File: src/uart_regs.svh
// Purpose: Register map, field positions, reset values and timing counts of the serial transceiver.
// Assumes: Registers are 8 bits wide; each sits in one aligned 32-bit APB word at four times
//          its index.
// Notes: Definitions only; included by every design file that decodes or builds register fields.
// Operation
// - Idle serial line sits high; a character starts with the line going low.
// - Frame order: low start bit, data LSB first, optional parity, high stop bit.
// - Receiver takes three start-bit samples; two or three zeros accept the start.
// - Mode 1 has 7 data bits, mode 2 has 8; both allow parity; mode 3 never.
// - Transmit and receive run independently and are each double-buffered for gapless streams.
// - With transmit enabled, writing transmit data sets the buffer status bit, then sending starts.
// - Transmitter sends zero start, 7/8/9 data bits LSB first, selected parity, one stop.
// - After the stop bit the transmitter holds the line high until the next start.
// - After the stop bit the transmit-empty interrupt flag is raised.
// - Receive enable bit lets the receiver watch the line and lock to start bits.
// - Received data shifts in LSB first; after parity and stop, buffer full is set.
// - Received ones count must match selected odd or even parity, else parity error.
// - Framing error unless start bit is zero and stop bit is one; the code checks only the stop bit, a bad start is dropped as a glitch.
// - Loading a character while buffer full is still set flags an overrun error.
// - A failed check sets its error flag and the error interrupt flag; software clears.
// - Reading the receive data register clears the buffer full flag.
// - Baud generator drives both directions; a 3-bit field in transmit control selects rate.
`ifndef UART_REGS_SVH
`define UART_REGS_SVH

// Register indices; byte address is four times the index.
`define IDX_IRQ_FLAGS 6'h0d
`define IDX_IRQ_MASK 6'h1d
`define IDX_TX_CONTROL 6'h32
`define IDX_LINE_EXTRA 6'h33
`define IDX_RX_STATUS 6'h34
`define IDX_RX_DATA 6'h35
`define IDX_TX_DATA 6'h36
`define REG_RESET 8'h00

// Transmit control fields.
`define TXC_NINTH 7
`define TXC_MODE_HI 6
`define TXC_MODE_LO 5
`define TXC_BAUD_HI 4
`define TXC_BAUD_LO 2
`define TXC_BUF_STATUS 1
`define TXC_ENABLE 0
// Line control extra fields (stored only).
`define LCX_WRITE_MASK 8'h38

// Receive status fields.
`define RXS_NINTH 7
`define RXS_EVEN 6
`define RXS_PAR_EN 5
`define RXS_PAR_ERR 4
`define RXS_OVR_ERR 3
`define RXS_FRM_ERR 2
`define RXS_FULL 1
`define RXS_ENABLE 0

// Interrupt flag and mask fields.
`define IRQ_ERR 2
`define IRQ_RX_FULL 1
`define IRQ_TX_EMPTY 0
`define IRQ_USED_MASK 8'h07

// Frame modes and data bit counts.
`define MODE_7BIT 2'h1
`define MODE_9BIT 2'h3
`define LAST_BIT_7 4'h6
`define LAST_BIT_8 4'h7
`define LAST_BIT_9 4'h8

// Sixteen ticks per bit; three votes around the middle of the bit.
`define OVS_RATE 16
`define OVS_LAST 4'hf
`define OVS_VOTE_A 4'h7
`define OVS_VOTE_B 4'h8
`define OVS_VOTE_C 4'h9
`define VOTE_MAJORITY 2'h2

// Clock and fastest baud rate; select code k divides that rate by two to the k.
`define SYS_CLK_HZ 100000000
`define FASTEST_BAUD 115200

`endif
File: src/uart_pkg.sv
// Purpose: Types shared by the serial transceiver modules.
// Assumes: Field widths match the constants header.
// Notes: Each design module keeps all of its state in one of the structs below.
package uart_pkg;

    typedef enum logic [2:0] {TX_IDLE, TX_START, TX_DATA, TX_PARITY, TX_STOP} tx_phase_t;
    typedef enum logic [2:0] {RX_IDLE, RX_START, RX_DATA, RX_PARITY, RX_STOP} rx_phase_t;

    typedef struct packed {
        logic [7:0] irq_flags;
        logic [7:0] irq_mask;
        logic [7:0] tx_ctrl;
        logic [7:0] line_extra;
        logic [7:0] rx_status;
        logic [7:0] rx_data;
        logic [7:0] tx_data;
        logic tx_full;
        tx_phase_t tx_phase;
        logic [8:0] tx_shift;
        logic tx_par;
        logic [3:0] tx_ovs;
        logic [3:0] tx_bit;
        logic tx_line;
        rx_phase_t rx_phase;
        logic [8:0] rx_shift;
        logic rx_par;
        logic [3:0] rx_ovs;
        logic [3:0] rx_bit;
        logic [1:0] rx_votes;
        logic rx_prev;
        logic rx_fresh;
        logic pready;
        logic pslverr;
        logic [7:0] prdata;
        logic irq;
    } uart_state_t;

    typedef struct packed {
        logic [15:0] count;
        logic tick;
    } baud_state_t;

    typedef struct packed {
        logic meta;
        logic stable;
    } sync_state_t;

endpackage

File: src/async_serial_transceiver.sv
// Purpose: Full-duplex asynchronous serial transceiver with an APB register slave.
// Assumes: One clock pclk; the receive pin is asynchronous and synchronised here.
// Notes: Each access has one wait state; unmapped addresses answer with pslverr.
`timescale 1ns/1ps
`include "uart_regs.svh"
module async_serial_transceiver #(
    parameter int CLK_HZ = `SYS_CLK_HZ,
    parameter int BASE_BAUD = `FASTEST_BAUD
) (
    input wire logic pclk,
    input wire logic presetn,
    input wire logic psel,
    input wire logic penable,
    input wire logic pwrite,
    input wire logic [7:0] paddr,
    input wire logic [31:0] pwdata,
    output logic [31:0] prdata,
    output logic pready,
    output logic pslverr,
    input wire logic serial_rx,
    output logic serial_tx,
    output logic serial_irq
);
    uart_pkg::uart_state_t st_reg;
    uart_pkg::uart_state_t st_next;

    logic tick;
    logic rx_level;
    logic [1:0] mode;
    logic [3:0] last_bit;
    logic par_on;
    logic [5:0] idx;
    logic hit;
    logic [7:0] rd_value;
    logic access;
    logic commit;
    logic wr;
    logic rd;
    logic bit_end;
    logic bit_val;
    logic [8:0] rx_word;
    logic rx_load;
    logic ev_tx_empty;
    logic ev_perr;
    logic ev_ovr;
    logic ev_ferr;
    logic [8:0] tx_word;

    // Shared bit timing for both directions.
    baud_tick #(
        .CLK_HZ(CLK_HZ),
        .BASE_BAUD(BASE_BAUD),
        .OVS(`OVS_RATE)
    ) u_baud (
        .pclk(pclk),
        .presetn(presetn),
        .sel(st_reg.tx_ctrl[`TXC_BAUD_HI:`TXC_BAUD_LO]),
        .tick(tick)
    );

    line_sync u_rx_sync (
        .pclk(pclk),
        .presetn(presetn),
        .pin(serial_rx),
        .level(rx_level)
    );

    // Frame shape from the mode field; mode 3 carries nine bits and never parity.
    always_comb begin
        mode = st_reg.tx_ctrl[`TXC_MODE_HI:`TXC_MODE_LO];
        if (mode == `MODE_7BIT) begin
            last_bit = `LAST_BIT_7;
        end else if (mode == `MODE_9BIT) begin
            last_bit = `LAST_BIT_9;
        end else begin
            last_bit = `LAST_BIT_8;
        end
        par_on = st_reg.rx_status[`RXS_PAR_EN] && (mode != `MODE_9BIT);
    end

    // Address decode: word aligned, index compared against the map.
    always_comb begin
        idx = paddr[7:2];
        hit = (paddr[1:0] == 2'h0);
        rd_value = 8'h00;
        if (idx == `IDX_IRQ_FLAGS) begin
            rd_value = st_reg.irq_flags & `IRQ_USED_MASK;
        end else if (idx == `IDX_IRQ_MASK) begin
            rd_value = st_reg.irq_mask & `IRQ_USED_MASK;
        end else if (idx == `IDX_TX_CONTROL) begin
            rd_value = st_reg.tx_ctrl;
            rd_value[`TXC_BUF_STATUS] = st_reg.tx_full;
        end else if (idx == `IDX_LINE_EXTRA) begin
            rd_value = st_reg.line_extra & `LCX_WRITE_MASK;
        end else if (idx == `IDX_RX_STATUS) begin
            rd_value = st_reg.rx_status;
        end else if (idx == `IDX_RX_DATA) begin
            rd_value = st_reg.rx_data;
        end else if (idx == `IDX_TX_DATA) begin
            rd_value = st_reg.tx_data;
        end else begin
            hit = 1'b0;
        end
        access = psel && penable && !st_reg.pready;
        commit = psel && penable && st_reg.pready && hit;
        wr = commit && pwrite;
        rd = commit && !pwrite;
    end

    // Next-state logic for bus, transmitter and receiver.
    always_comb begin
        st_next = st_reg;
        ev_tx_empty = 1'b0;
        ev_perr = 1'b0;
        ev_ovr = 1'b0;
        ev_ferr = 1'b0;
        rx_load = 1'b0;
        bit_end = 1'b0;
        bit_val = 1'b0;
        rx_word = 9'h000;
        tx_word = {st_reg.tx_ctrl[`TXC_NINTH], st_reg.tx_data};

        // Bus answer: data is registered on the same edge that raises pready.
        st_next.pready = 1'b0;
        st_next.pslverr = 1'b0;
        if (access) begin
            st_next.pready = 1'b1;
            st_next.prdata = rd_value;
            st_next.pslverr = !hit;
        end

        // Transmitter: hold buffer moves to the shifter only on a tick, so bits stay whole.
        if (tick) begin
            st_next.tx_ovs = st_reg.tx_ovs + 4'h1;
            case (st_reg.tx_phase)
                uart_pkg::TX_IDLE: begin
                    st_next.tx_line = 1'b1;
                    st_next.tx_ovs = 4'h0;
                    if (st_reg.tx_ctrl[`TXC_ENABLE] && st_reg.tx_full) begin
                        st_next.tx_full = 1'b0;
                        st_next.tx_shift = tx_word;
                        st_next.tx_phase = uart_pkg::TX_START;
                        st_next.tx_line = 1'b0;
                    end
                end
                uart_pkg::TX_START: begin
                    if (st_reg.tx_ovs == `OVS_LAST) begin
                        st_next.tx_phase = uart_pkg::TX_DATA;
                        st_next.tx_bit = 4'h0;
                        st_next.tx_line = st_reg.tx_shift[0];
                        st_next.tx_par = 1'b0;
                    end
                end
                uart_pkg::TX_DATA: begin
                    if (st_reg.tx_ovs == `OVS_LAST) begin
                        st_next.tx_par = st_reg.tx_par ^ st_reg.tx_shift[0];
                        st_next.tx_shift = {1'b0, st_reg.tx_shift[8:1]};
                        st_next.tx_bit = st_reg.tx_bit + 4'h1;
                        st_next.tx_line = st_reg.tx_shift[1];
                        if (st_reg.tx_bit == last_bit) begin
                            if (par_on) begin
                                st_next.tx_phase = uart_pkg::TX_PARITY;
                                // Even sense makes the total count of ones even.
                                st_next.tx_line = (st_reg.tx_par ^ st_reg.tx_shift[0])
                                    ^ !st_reg.rx_status[`RXS_EVEN];
                            end else begin
                                st_next.tx_phase = uart_pkg::TX_STOP;
                                st_next.tx_line = 1'b1;
                            end
                        end
                    end
                end
                uart_pkg::TX_PARITY: begin
                    if (st_reg.tx_ovs == `OVS_LAST) begin
                        st_next.tx_phase = uart_pkg::TX_STOP;
                        st_next.tx_line = 1'b1;
                    end
                end
                uart_pkg::TX_STOP: begin
                    if (st_reg.tx_ovs == `OVS_LAST) begin
                        ev_tx_empty = 1'b1;
                        // A waiting character starts at once, so back-to-back frames have no gap.
                        if (st_reg.tx_ctrl[`TXC_ENABLE] && st_reg.tx_full) begin
                            st_next.tx_full = 1'b0;
                            st_next.tx_shift = tx_word;
                            st_next.tx_phase = uart_pkg::TX_START;
                            st_next.tx_line = 1'b0;
                        end else begin
                            st_next.tx_phase = uart_pkg::TX_IDLE;
                            st_next.tx_line = 1'b1;
                        end
                    end
                end
                default: begin
                    st_next.tx_phase = uart_pkg::TX_IDLE;
                end
            endcase
        end

        // Receiver: edge search in idle, then three votes around the middle of each bit.
        st_next.rx_prev = rx_level;
        if (st_reg.rx_phase == uart_pkg::RX_IDLE) begin
            st_next.rx_ovs = 4'h0;
            st_next.rx_votes = 2'h0;
            if (st_reg.rx_status[`RXS_ENABLE] && st_reg.rx_prev && !rx_level) begin
                st_next.rx_phase = uart_pkg::RX_START;
            end
        end else if (tick) begin
            st_next.rx_ovs = st_reg.rx_ovs + 4'h1;
            if (st_reg.rx_ovs == `OVS_VOTE_A || st_reg.rx_ovs == `OVS_VOTE_B
                    || st_reg.rx_ovs == `OVS_VOTE_C) begin
                st_next.rx_votes = st_reg.rx_votes + {1'b0, rx_level};
            end
            if (st_reg.rx_ovs == `OVS_LAST) begin
                bit_end = 1'b1;
                bit_val = (st_reg.rx_votes >= `VOTE_MAJORITY);
                st_next.rx_votes = 2'h0;
            end
        end

        if (bit_end) begin
            case (st_reg.rx_phase)
                uart_pkg::RX_START: begin
                    // Two or three zero votes accept the start; otherwise it was a glitch.
                    if (!bit_val) begin
                        st_next.rx_phase = uart_pkg::RX_DATA;
                        st_next.rx_bit = 4'h0;
                        st_next.rx_shift = 9'h000;
                    end else begin
                        st_next.rx_phase = uart_pkg::RX_IDLE;
                    end
                end
                uart_pkg::RX_DATA: begin
                    st_next.rx_shift[st_reg.rx_bit] = bit_val;
                    st_next.rx_bit = st_reg.rx_bit + 4'h1;
                    if (st_reg.rx_bit == last_bit) begin
                        st_next.rx_phase = par_on ? uart_pkg::RX_PARITY : uart_pkg::RX_STOP;
                    end
                end
                uart_pkg::RX_PARITY: begin
                    st_next.rx_par = bit_val;
                    st_next.rx_phase = uart_pkg::RX_STOP;
                end
                uart_pkg::RX_STOP: begin
                    rx_load = 1'b1;
                    rx_word = st_reg.rx_shift;
                    ev_ferr = !bit_val;
                    ev_perr = par_on && ((^st_reg.rx_shift ^ st_reg.rx_par)
                        != !st_reg.rx_status[`RXS_EVEN]);
                    ev_ovr = st_reg.rx_status[`RXS_FULL];
                    st_next.rx_phase = uart_pkg::RX_IDLE;
                end
                default: begin
                    st_next.rx_phase = uart_pkg::RX_IDLE;
                end
            endcase
        end

        // A load between data capture and completion must not be cleared by that read.
        if (rx_load && access) begin
            st_next.rx_fresh = 1'b1;
        end else if (psel && penable && st_reg.pready) begin
            st_next.rx_fresh = 1'b0;
        end

        // Software writes and read side effects.
        if (wr) begin
            if (idx == `IDX_IRQ_FLAGS) begin
                st_next.irq_flags = pwdata[7:0] & `IRQ_USED_MASK;
            end else if (idx == `IDX_IRQ_MASK) begin
                st_next.irq_mask = pwdata[7:0] & `IRQ_USED_MASK;
            end else if (idx == `IDX_TX_CONTROL) begin
                st_next.tx_ctrl = pwdata[7:0];
                st_next.tx_ctrl[`TXC_BUF_STATUS] = 1'b0;
            end else if (idx == `IDX_LINE_EXTRA) begin
                st_next.line_extra = pwdata[7:0] & `LCX_WRITE_MASK;
            end else if (idx == `IDX_RX_STATUS) begin
                st_next.rx_status[`RXS_ENABLE] = pwdata[`RXS_ENABLE];
                st_next.rx_status[`RXS_EVEN] = pwdata[`RXS_EVEN];
                st_next.rx_status[`RXS_PAR_EN] = pwdata[`RXS_PAR_EN];
                // Error bits are cleared by writing zero; writing one keeps them.
                st_next.rx_status[`RXS_PAR_ERR] = st_reg.rx_status[`RXS_PAR_ERR]
                    & pwdata[`RXS_PAR_ERR];
                st_next.rx_status[`RXS_OVR_ERR] = st_reg.rx_status[`RXS_OVR_ERR]
                    & pwdata[`RXS_OVR_ERR];
                st_next.rx_status[`RXS_FRM_ERR] = st_reg.rx_status[`RXS_FRM_ERR]
                    & pwdata[`RXS_FRM_ERR];
            end else if (idx == `IDX_TX_DATA) begin
                st_next.tx_data = pwdata[7:0];
                st_next.tx_full = 1'b1;
            end
        end
        if (rd && idx == `IDX_RX_DATA && !st_reg.rx_fresh) begin
            st_next.rx_status[`RXS_FULL] = 1'b0;
        end

        // Hardware sets come last so an event in a clearing cycle wins.
        if (rx_load) begin
            // On overrun the unread character is kept and the new one is dropped.
            if (!ev_ovr) begin
                st_next.rx_data = (mode == `MODE_7BIT) ? {1'b0, rx_word[6:0]} : rx_word[7:0];
                st_next.rx_status[`RXS_NINTH] = (mode == `MODE_9BIT) && rx_word[8];
            end
            st_next.rx_status[`RXS_FULL] = 1'b1;
            st_next.irq_flags[`IRQ_RX_FULL] = 1'b1;
        end
        if (ev_perr) begin
            st_next.rx_status[`RXS_PAR_ERR] = 1'b1;
        end
        if (ev_ovr) begin
            st_next.rx_status[`RXS_OVR_ERR] = 1'b1;
        end
        if (ev_ferr) begin
            st_next.rx_status[`RXS_FRM_ERR] = 1'b1;
        end
        // Uncleared error bits re-raise the error flag with each new character.
        if (rx_load && (|st_next.rx_status[`RXS_PAR_ERR:`RXS_FRM_ERR])) begin
            st_next.irq_flags[`IRQ_ERR] = 1'b1;
        end
        if (ev_tx_empty) begin
            st_next.irq_flags[`IRQ_TX_EMPTY] = 1'b1;
        end

        // Interrupt request from flags gated by their enables.
        st_next.irq = |(st_next.irq_flags & st_next.irq_mask & `IRQ_USED_MASK);
    end

    // All state registered together; line idles at mark from reset.
    always_ff @(posedge pclk or negedge presetn) begin
        if (!presetn) begin
            st_reg <= '0;
            st_reg.irq_flags <= `REG_RESET;
            st_reg.irq_mask <= `REG_RESET;
            st_reg.tx_ctrl <= `REG_RESET;
            st_reg.line_extra <= `REG_RESET;
            st_reg.rx_status <= `REG_RESET;
            st_reg.tx_phase <= uart_pkg::TX_IDLE;
            st_reg.rx_phase <= uart_pkg::RX_IDLE;
            st_reg.tx_line <= 1'b1;
            st_reg.rx_prev <= 1'b1;
        end else begin
            st_reg <= st_next;
        end
    end

    assign prdata = {24'h000000, st_reg.prdata};
    assign pready = st_reg.pready;
    assign pslverr = st_reg.pslverr;
    assign serial_tx = st_reg.tx_line;
    assign serial_irq = st_reg.irq;
endmodule // async_serial_transceiver

File: src/baud_tick.sv
// Purpose: Oversampling tick for both transmit and receive bit timing.
// Assumes: pclk at CLK_HZ; tick rate is OVS ticks per bit at BASE_BAUD divided by two to sel.
// Notes: A change of sel takes effect at once; the running count is compared with the new limit.
`timescale 1ns/1ps
`include "uart_regs.svh"
module baud_tick #(
    parameter int CLK_HZ = `SYS_CLK_HZ,
    parameter int BASE_BAUD = `FASTEST_BAUD,
    parameter int OVS = `OVS_RATE
) (
    input wire logic pclk,
    input wire logic presetn,
    input wire logic [2:0] sel,
    output logic tick
);
    localparam int BASE_DIV = CLK_HZ / (BASE_BAUD * OVS);

    // The slowest code shifts the base divider left by seven; it must fit the counter.
    if (BASE_DIV < 1 || (BASE_DIV * 128) > 65536) begin : g_bad_div
        $error("baud_tick: divider out of range");
    end

    uart_pkg::baud_state_t st_reg;
    uart_pkg::baud_state_t st_next;
    logic [15:0] limit;

    // One-cycle enable each time the counter wraps.
    always_comb begin
        limit = 16'((BASE_DIV << sel) - 1);
        st_next = st_reg;
        st_next.tick = 1'b0;
        if (st_reg.count >= limit) begin
            st_next.count = 16'h0000;
            st_next.tick = 1'b1;
        end else begin
            st_next.count = st_reg.count + 16'h0001;
        end
    end

    always_ff @(posedge pclk or negedge presetn) begin
        if (!presetn) begin
            st_reg <= '0;
        end else begin
            st_reg <= st_next;
        end
    end

    assign tick = st_reg.tick;
endmodule // baud_tick

File: src/line_sync.sv
// Purpose: Two-flop synchroniser for the asynchronous receive pin.
// Assumes: The pin is driven from outside the pclk domain.
// Notes: Only the second flop is visible; the first is read by nothing else.
`timescale 1ns/1ps
module line_sync (
    input wire logic pclk,
    input wire logic presetn,
    input wire logic pin,
    output logic level
);
    uart_pkg::sync_state_t st_reg;
    uart_pkg::sync_state_t st_next;

    // Idle level is high, so reset to mark and avoid a false start after reset.
    always_comb begin
        st_next = st_reg;
        st_next.meta = pin;
        st_next.stable = st_reg.meta;
    end

    always_ff @(posedge pclk or negedge presetn) begin
        if (!presetn) begin
            st_reg <= '{meta: 1'b1, stable: 1'b1};
        end else begin
            st_reg <= st_next;
        end
    end

    assign level = st_reg.stable;
endmodule // line_sync

File: config.mk
export PLATFORM = sky130hd
export DESIGN_NAME = async_serial_transceiver
export DESIGN_NICKNAME = d
export VERILOG_FILES = /design/src/uart_pkg.sv /design/src/async_serial_transceiver.sv /design/src/baud_tick.sv /design/src/line_sync.sv
export VERILOG_INCLUDE_DIRS = /design/src
export SDC_FILE = /design/constraint.sdc
export NUM_CORES = 1
export LEC_CHECK = 0
export BUFFER_PORTS_ARGS = -buffer_cell sky130_fd_sc_hd__buf_2
export CAP_MARGIN = 30
export CORE_ASPECT_RATIO = 0.8
export CORE_MARGIN = 1.5
export CORE_UTILIZATION = 30
export CTS_BUF_LIST = sky130_fd_sc_hd__clkbuf_8
export CTS_CLUSTER_SIZE = 30
export DETAILED_ROUTE_END_ITERATION = 10
export PLACE_DENSITY_LB_ADDON = 0.3
export SLEW_MARGIN = 20
export SYNTH_ARGS = -nofsm -noshare
export SYNTH_HDL_FRONTEND = slang
export SYNTH_SLANG_ARGS = --single-unit
File: constraint.sdc
create_clock -name pclk -period 6.8 [get_ports pclk]
set_clock_uncertainty 0.15 [all_clocks]
set_input_delay 1.36 -clock pclk [delete_from_list [all_inputs] [get_ports pclk]]
set_output_delay 1.36 -clock pclk [all_outputs]
set_load 0.005 [all_outputs]
==> metrics.md <==
| Metric | Value |
|---|---|
| Status | finished, final reports clean |
| Via count | 5184 |
| CTS tree | built |
| Total grt overflow | 0 |
| Die ar. | 23800 sq um |
| Die height | 138 um |
| Crit-path max FO | 17 |
| Synth Cell Area | 6860 sq um |
| CTS H-tree depth | 4 |
| Most used flip-flop cell after synthesis | dfrtp_1 |
| CP max stage delay | 640 ps |
| Clock transition at the registers of the reported paths | 80 ps |
| Startpoint types | flop |
| Resized Gates After CTS | 0 |
| N_diodes | 0 |
| Die W | 172 um |
| Period utilisation layout | 48.9% |
| HPWL Detailed | 11.5 mm |
| DRC | 0 |
| Fin Hold WS | 208 ps |
| WP data arrival | 3480 ps |
| Vias in the first global route | 4818 |
| Routability cong. | 0.764 |
| Maximum buffer depth of the clock tree | 2 |
| Leak Pwr | 3.36 nW |
| Number of flip-flops in the largest register | 85 |
| Final min period | 3330 ps |
| Relative slew slack | 44.2% |
| Hold Violations, Final | 0 |
| All-layer global routing usage | 14.0% |
| Crit-path cells | inv_1 -> ha_1 -> or3_1 -> xor2_1 -> nor2_1 -> ha_1 -> nand2_1 -> o21ai_0 -> a211o_1 -> nor2_1 |
| Worst min path class | reg2reg |
| Max Clk Rate | 301 MHz |
| Area Overhead vs Synth | 10.4% |
| Clk_lat worst skew | 440 ps |
| Asr flop ratio synth | 100% |
| Root buffer selected by CTS | clkbuf_8 |
| RSZ-0062 raised after global routing | false |
| Initial DRC count | 463 |
| Peak supply drop | 94.4 uV |
| Sequential fraction of the synthesis area | 43.1% |
| First-pass iteration count of the detailed router | 5 |
| Slowest-stage cell, CP | dfrtp_1 |
| Row count | 49 |
| Count of state elements after synthesis | 118 |
| Starting density of the core | 30.6% |
| Register-to-Register Path Depth | 10 |
| Hold buffer count at CTS | 0 |
| Top cells by area, synth | dfrtp_1, ha_1, mux2_2, nand2_1, o21ai_0 |
| Port bufs | 33 |
| Syn_area_per_cell | 9.49 sq um |
| Worst path required time | 6960 ps |
| Routed len/inst | 14.6 um |
| Core area | 22400 sq um |
| Count of final setup violators | 0 |
| Gate Count Post-Synth | 723 |
| Cell variety after synth | 66 |
| Post-synth top area share | 41.6% |
| Initial antenna violation count | 0 |
| PwrDens | 193 nW/um^2 |
| Worst slew pin tran | 832 ps |
| Crit Path Class | reg2reg |
| IO Pins | 82 |
| First-pass GRT wire length | 26.4 mm |
| Worst Setup End Kind | flop |
| Routed WL | 15.5 mm |
| Setup_tns | 0 ps |
| Post-synth EDFFs | 0 |
| Max_cap viols | 0 |
| ANT nets after route | 0 |
| Cts bufs inserted | 17 |
| Share of layout cells above drive strength 1 | 15.9% |
| Yosys Warn Count | 0 |
| Fin. max-slew vios | 0 |
| Fin nets | 822 |
| # clock sinks | 118 |
| Cell accounting for the most synthesized area | dfrtp_1 |
| Setup bufs post-CTS | 0 |
| Largest net degree at the start of global routing | 56 |
| Vias per inst | 4.87 |
| Hold Path Stages | 0 |
-- cell families (layout without fill, tap and decap cells) --
logic type	count (synthesis)	in the layout	share of synthesized area, %
fa+ha+maj	30	30	5.47
buf+inv	80	91	6.49
mux	49	49	7.75
simple gates	261	261	19.4
flops	118	118	43.1
xor+xnor	34	34	4.54
compound gates	149	149	13.1
other cells	2	27	0.109
-- cells in the mapped netlist, drive strengths merged (3+ instances only) --
master and n:
o211ai 6, nor4b 3, mux2i 16, xor2 15, ha 30, a2bb2oi 3, inv 21, nor2 63
and3 7, o21ai 63, dfstp 4, nor2b 9, nand3 22, and2 3, a32oi 3, nand2b 10
nor4 4, a21o 3, nand2 95, xnor2 18, nor3b 7, a22oi 10, nand4 13, o22ai 5
nor3 6, dfrtp 114, a221oi 3, nand3b 4, a21oi 35, and4b 3, buf 44, a31oi 3
clkbuf 15, o31ai 4, mux2 33
-- layer usage --
| metal | vias to the layer above | part of all wire, % | GRT usage, % |
|---|---|---|---|
| met3 | 16 | 5.0 | 2.69 |
| li1 | 2540 | - | - |
| met4 | 0 | 0.94 | 4.30 |
| met2 | 125 | 41 | 18.7 |
| met1 | 2503 | 53 | 22.1 |
| met5 | - | 0 | 0 |
-- layout make-up --
type / count / area [sq um]
inverters: 21 / 78.8
clock inverters: 14 / 129
multi-input cells: 550 / 3550
fillers: 2397 / 14900
clock buffers: 18 / 248
flip-flops and latches: 118 / 2960
repair buffers: 38 / 225
well taps: 306 / 383
-- metrics by stage --
step	total power [mW]	instances	util, %	cell area (sq um)	setup slack, ps
4_1_cts	1.48	1064	33.7	7560	3410
5_1_grt	1.53	1065	33.7	7570	3040
2_1_floorplan	0.824	748	-	6950	3820
6_report	1.46	1065	33.7	7570	3470
3_5_place_dp	0.863	1032	32.0	7190	3070
3_3_place_gp	0.859	1031	31.9	7160	3090
-- power by group --
group | total, mW | internal (mW) | switching [mW]
clock | 0.611 | 0.300 | 0.311
combinational | 0.106 | 0.0407 | 0.0648
sequential | 0.742 | 0.721 | 0.0206
-- cells in the final DEF, fill, tap and decap left out, drive strengths merged, types with 5 or more instances in the layout --
cell type / n
a21oi: 35
a22oi: 10
and3: 7
buf: 38
clkbuf: 18
clkinv: 5
clkinvlp: 5
conb: 27
dfrtp: 114
ha: 30
inv: 24
mux2: 33
mux2i: 16
nand2: 95
nand2b: 10
nand3: 22
nand4: 13
nor2: 63
nor2b: 9
nor3: 6
nor3b: 7
o211ai: 6
o21ai: 63
o22ai: 5
xnor2: 18
xor2: 15
-- worst max-delay path: cells and delay by family, from the launching register on --
kind,cells,cell delay (ps)
buf+inv,1,210
xor+xnor,1,140
flops,1,640
simple gates,4,560
fa+ha+maj,2,700
compound gates,2,780
-- worst paths after layout --
path / slack [ps] / start / end
min: 210 / u_rx_sync.st_next[0]$_DFF_PN1_ / u_rx_sync.level$_DFF_PN1_
max: 3470 / st_reg[94]$_DFFE_PN0P_ / u_baud.st_reg[3]$_DFF_PN0_
min in group asynchronous: 730 / presetn / st_reg[40]$_DFFE_PN0P_
max in group asynchronous: 4690 / presetn / u_baud.st_reg[12]$_DFF_PN0_
max reg2reg: 3470 / st_reg[94]$_DFFE_PN0P_ / u_baud.st_reg[3]$_DFF_PN0_
min reg2reg: 210 / u_rx_sync.st_next[0]$_DFF_PN1_ / u_rx_sync.level$_DFF_PN1_
No activity file was read; power rests on OpenSTA's default activity.
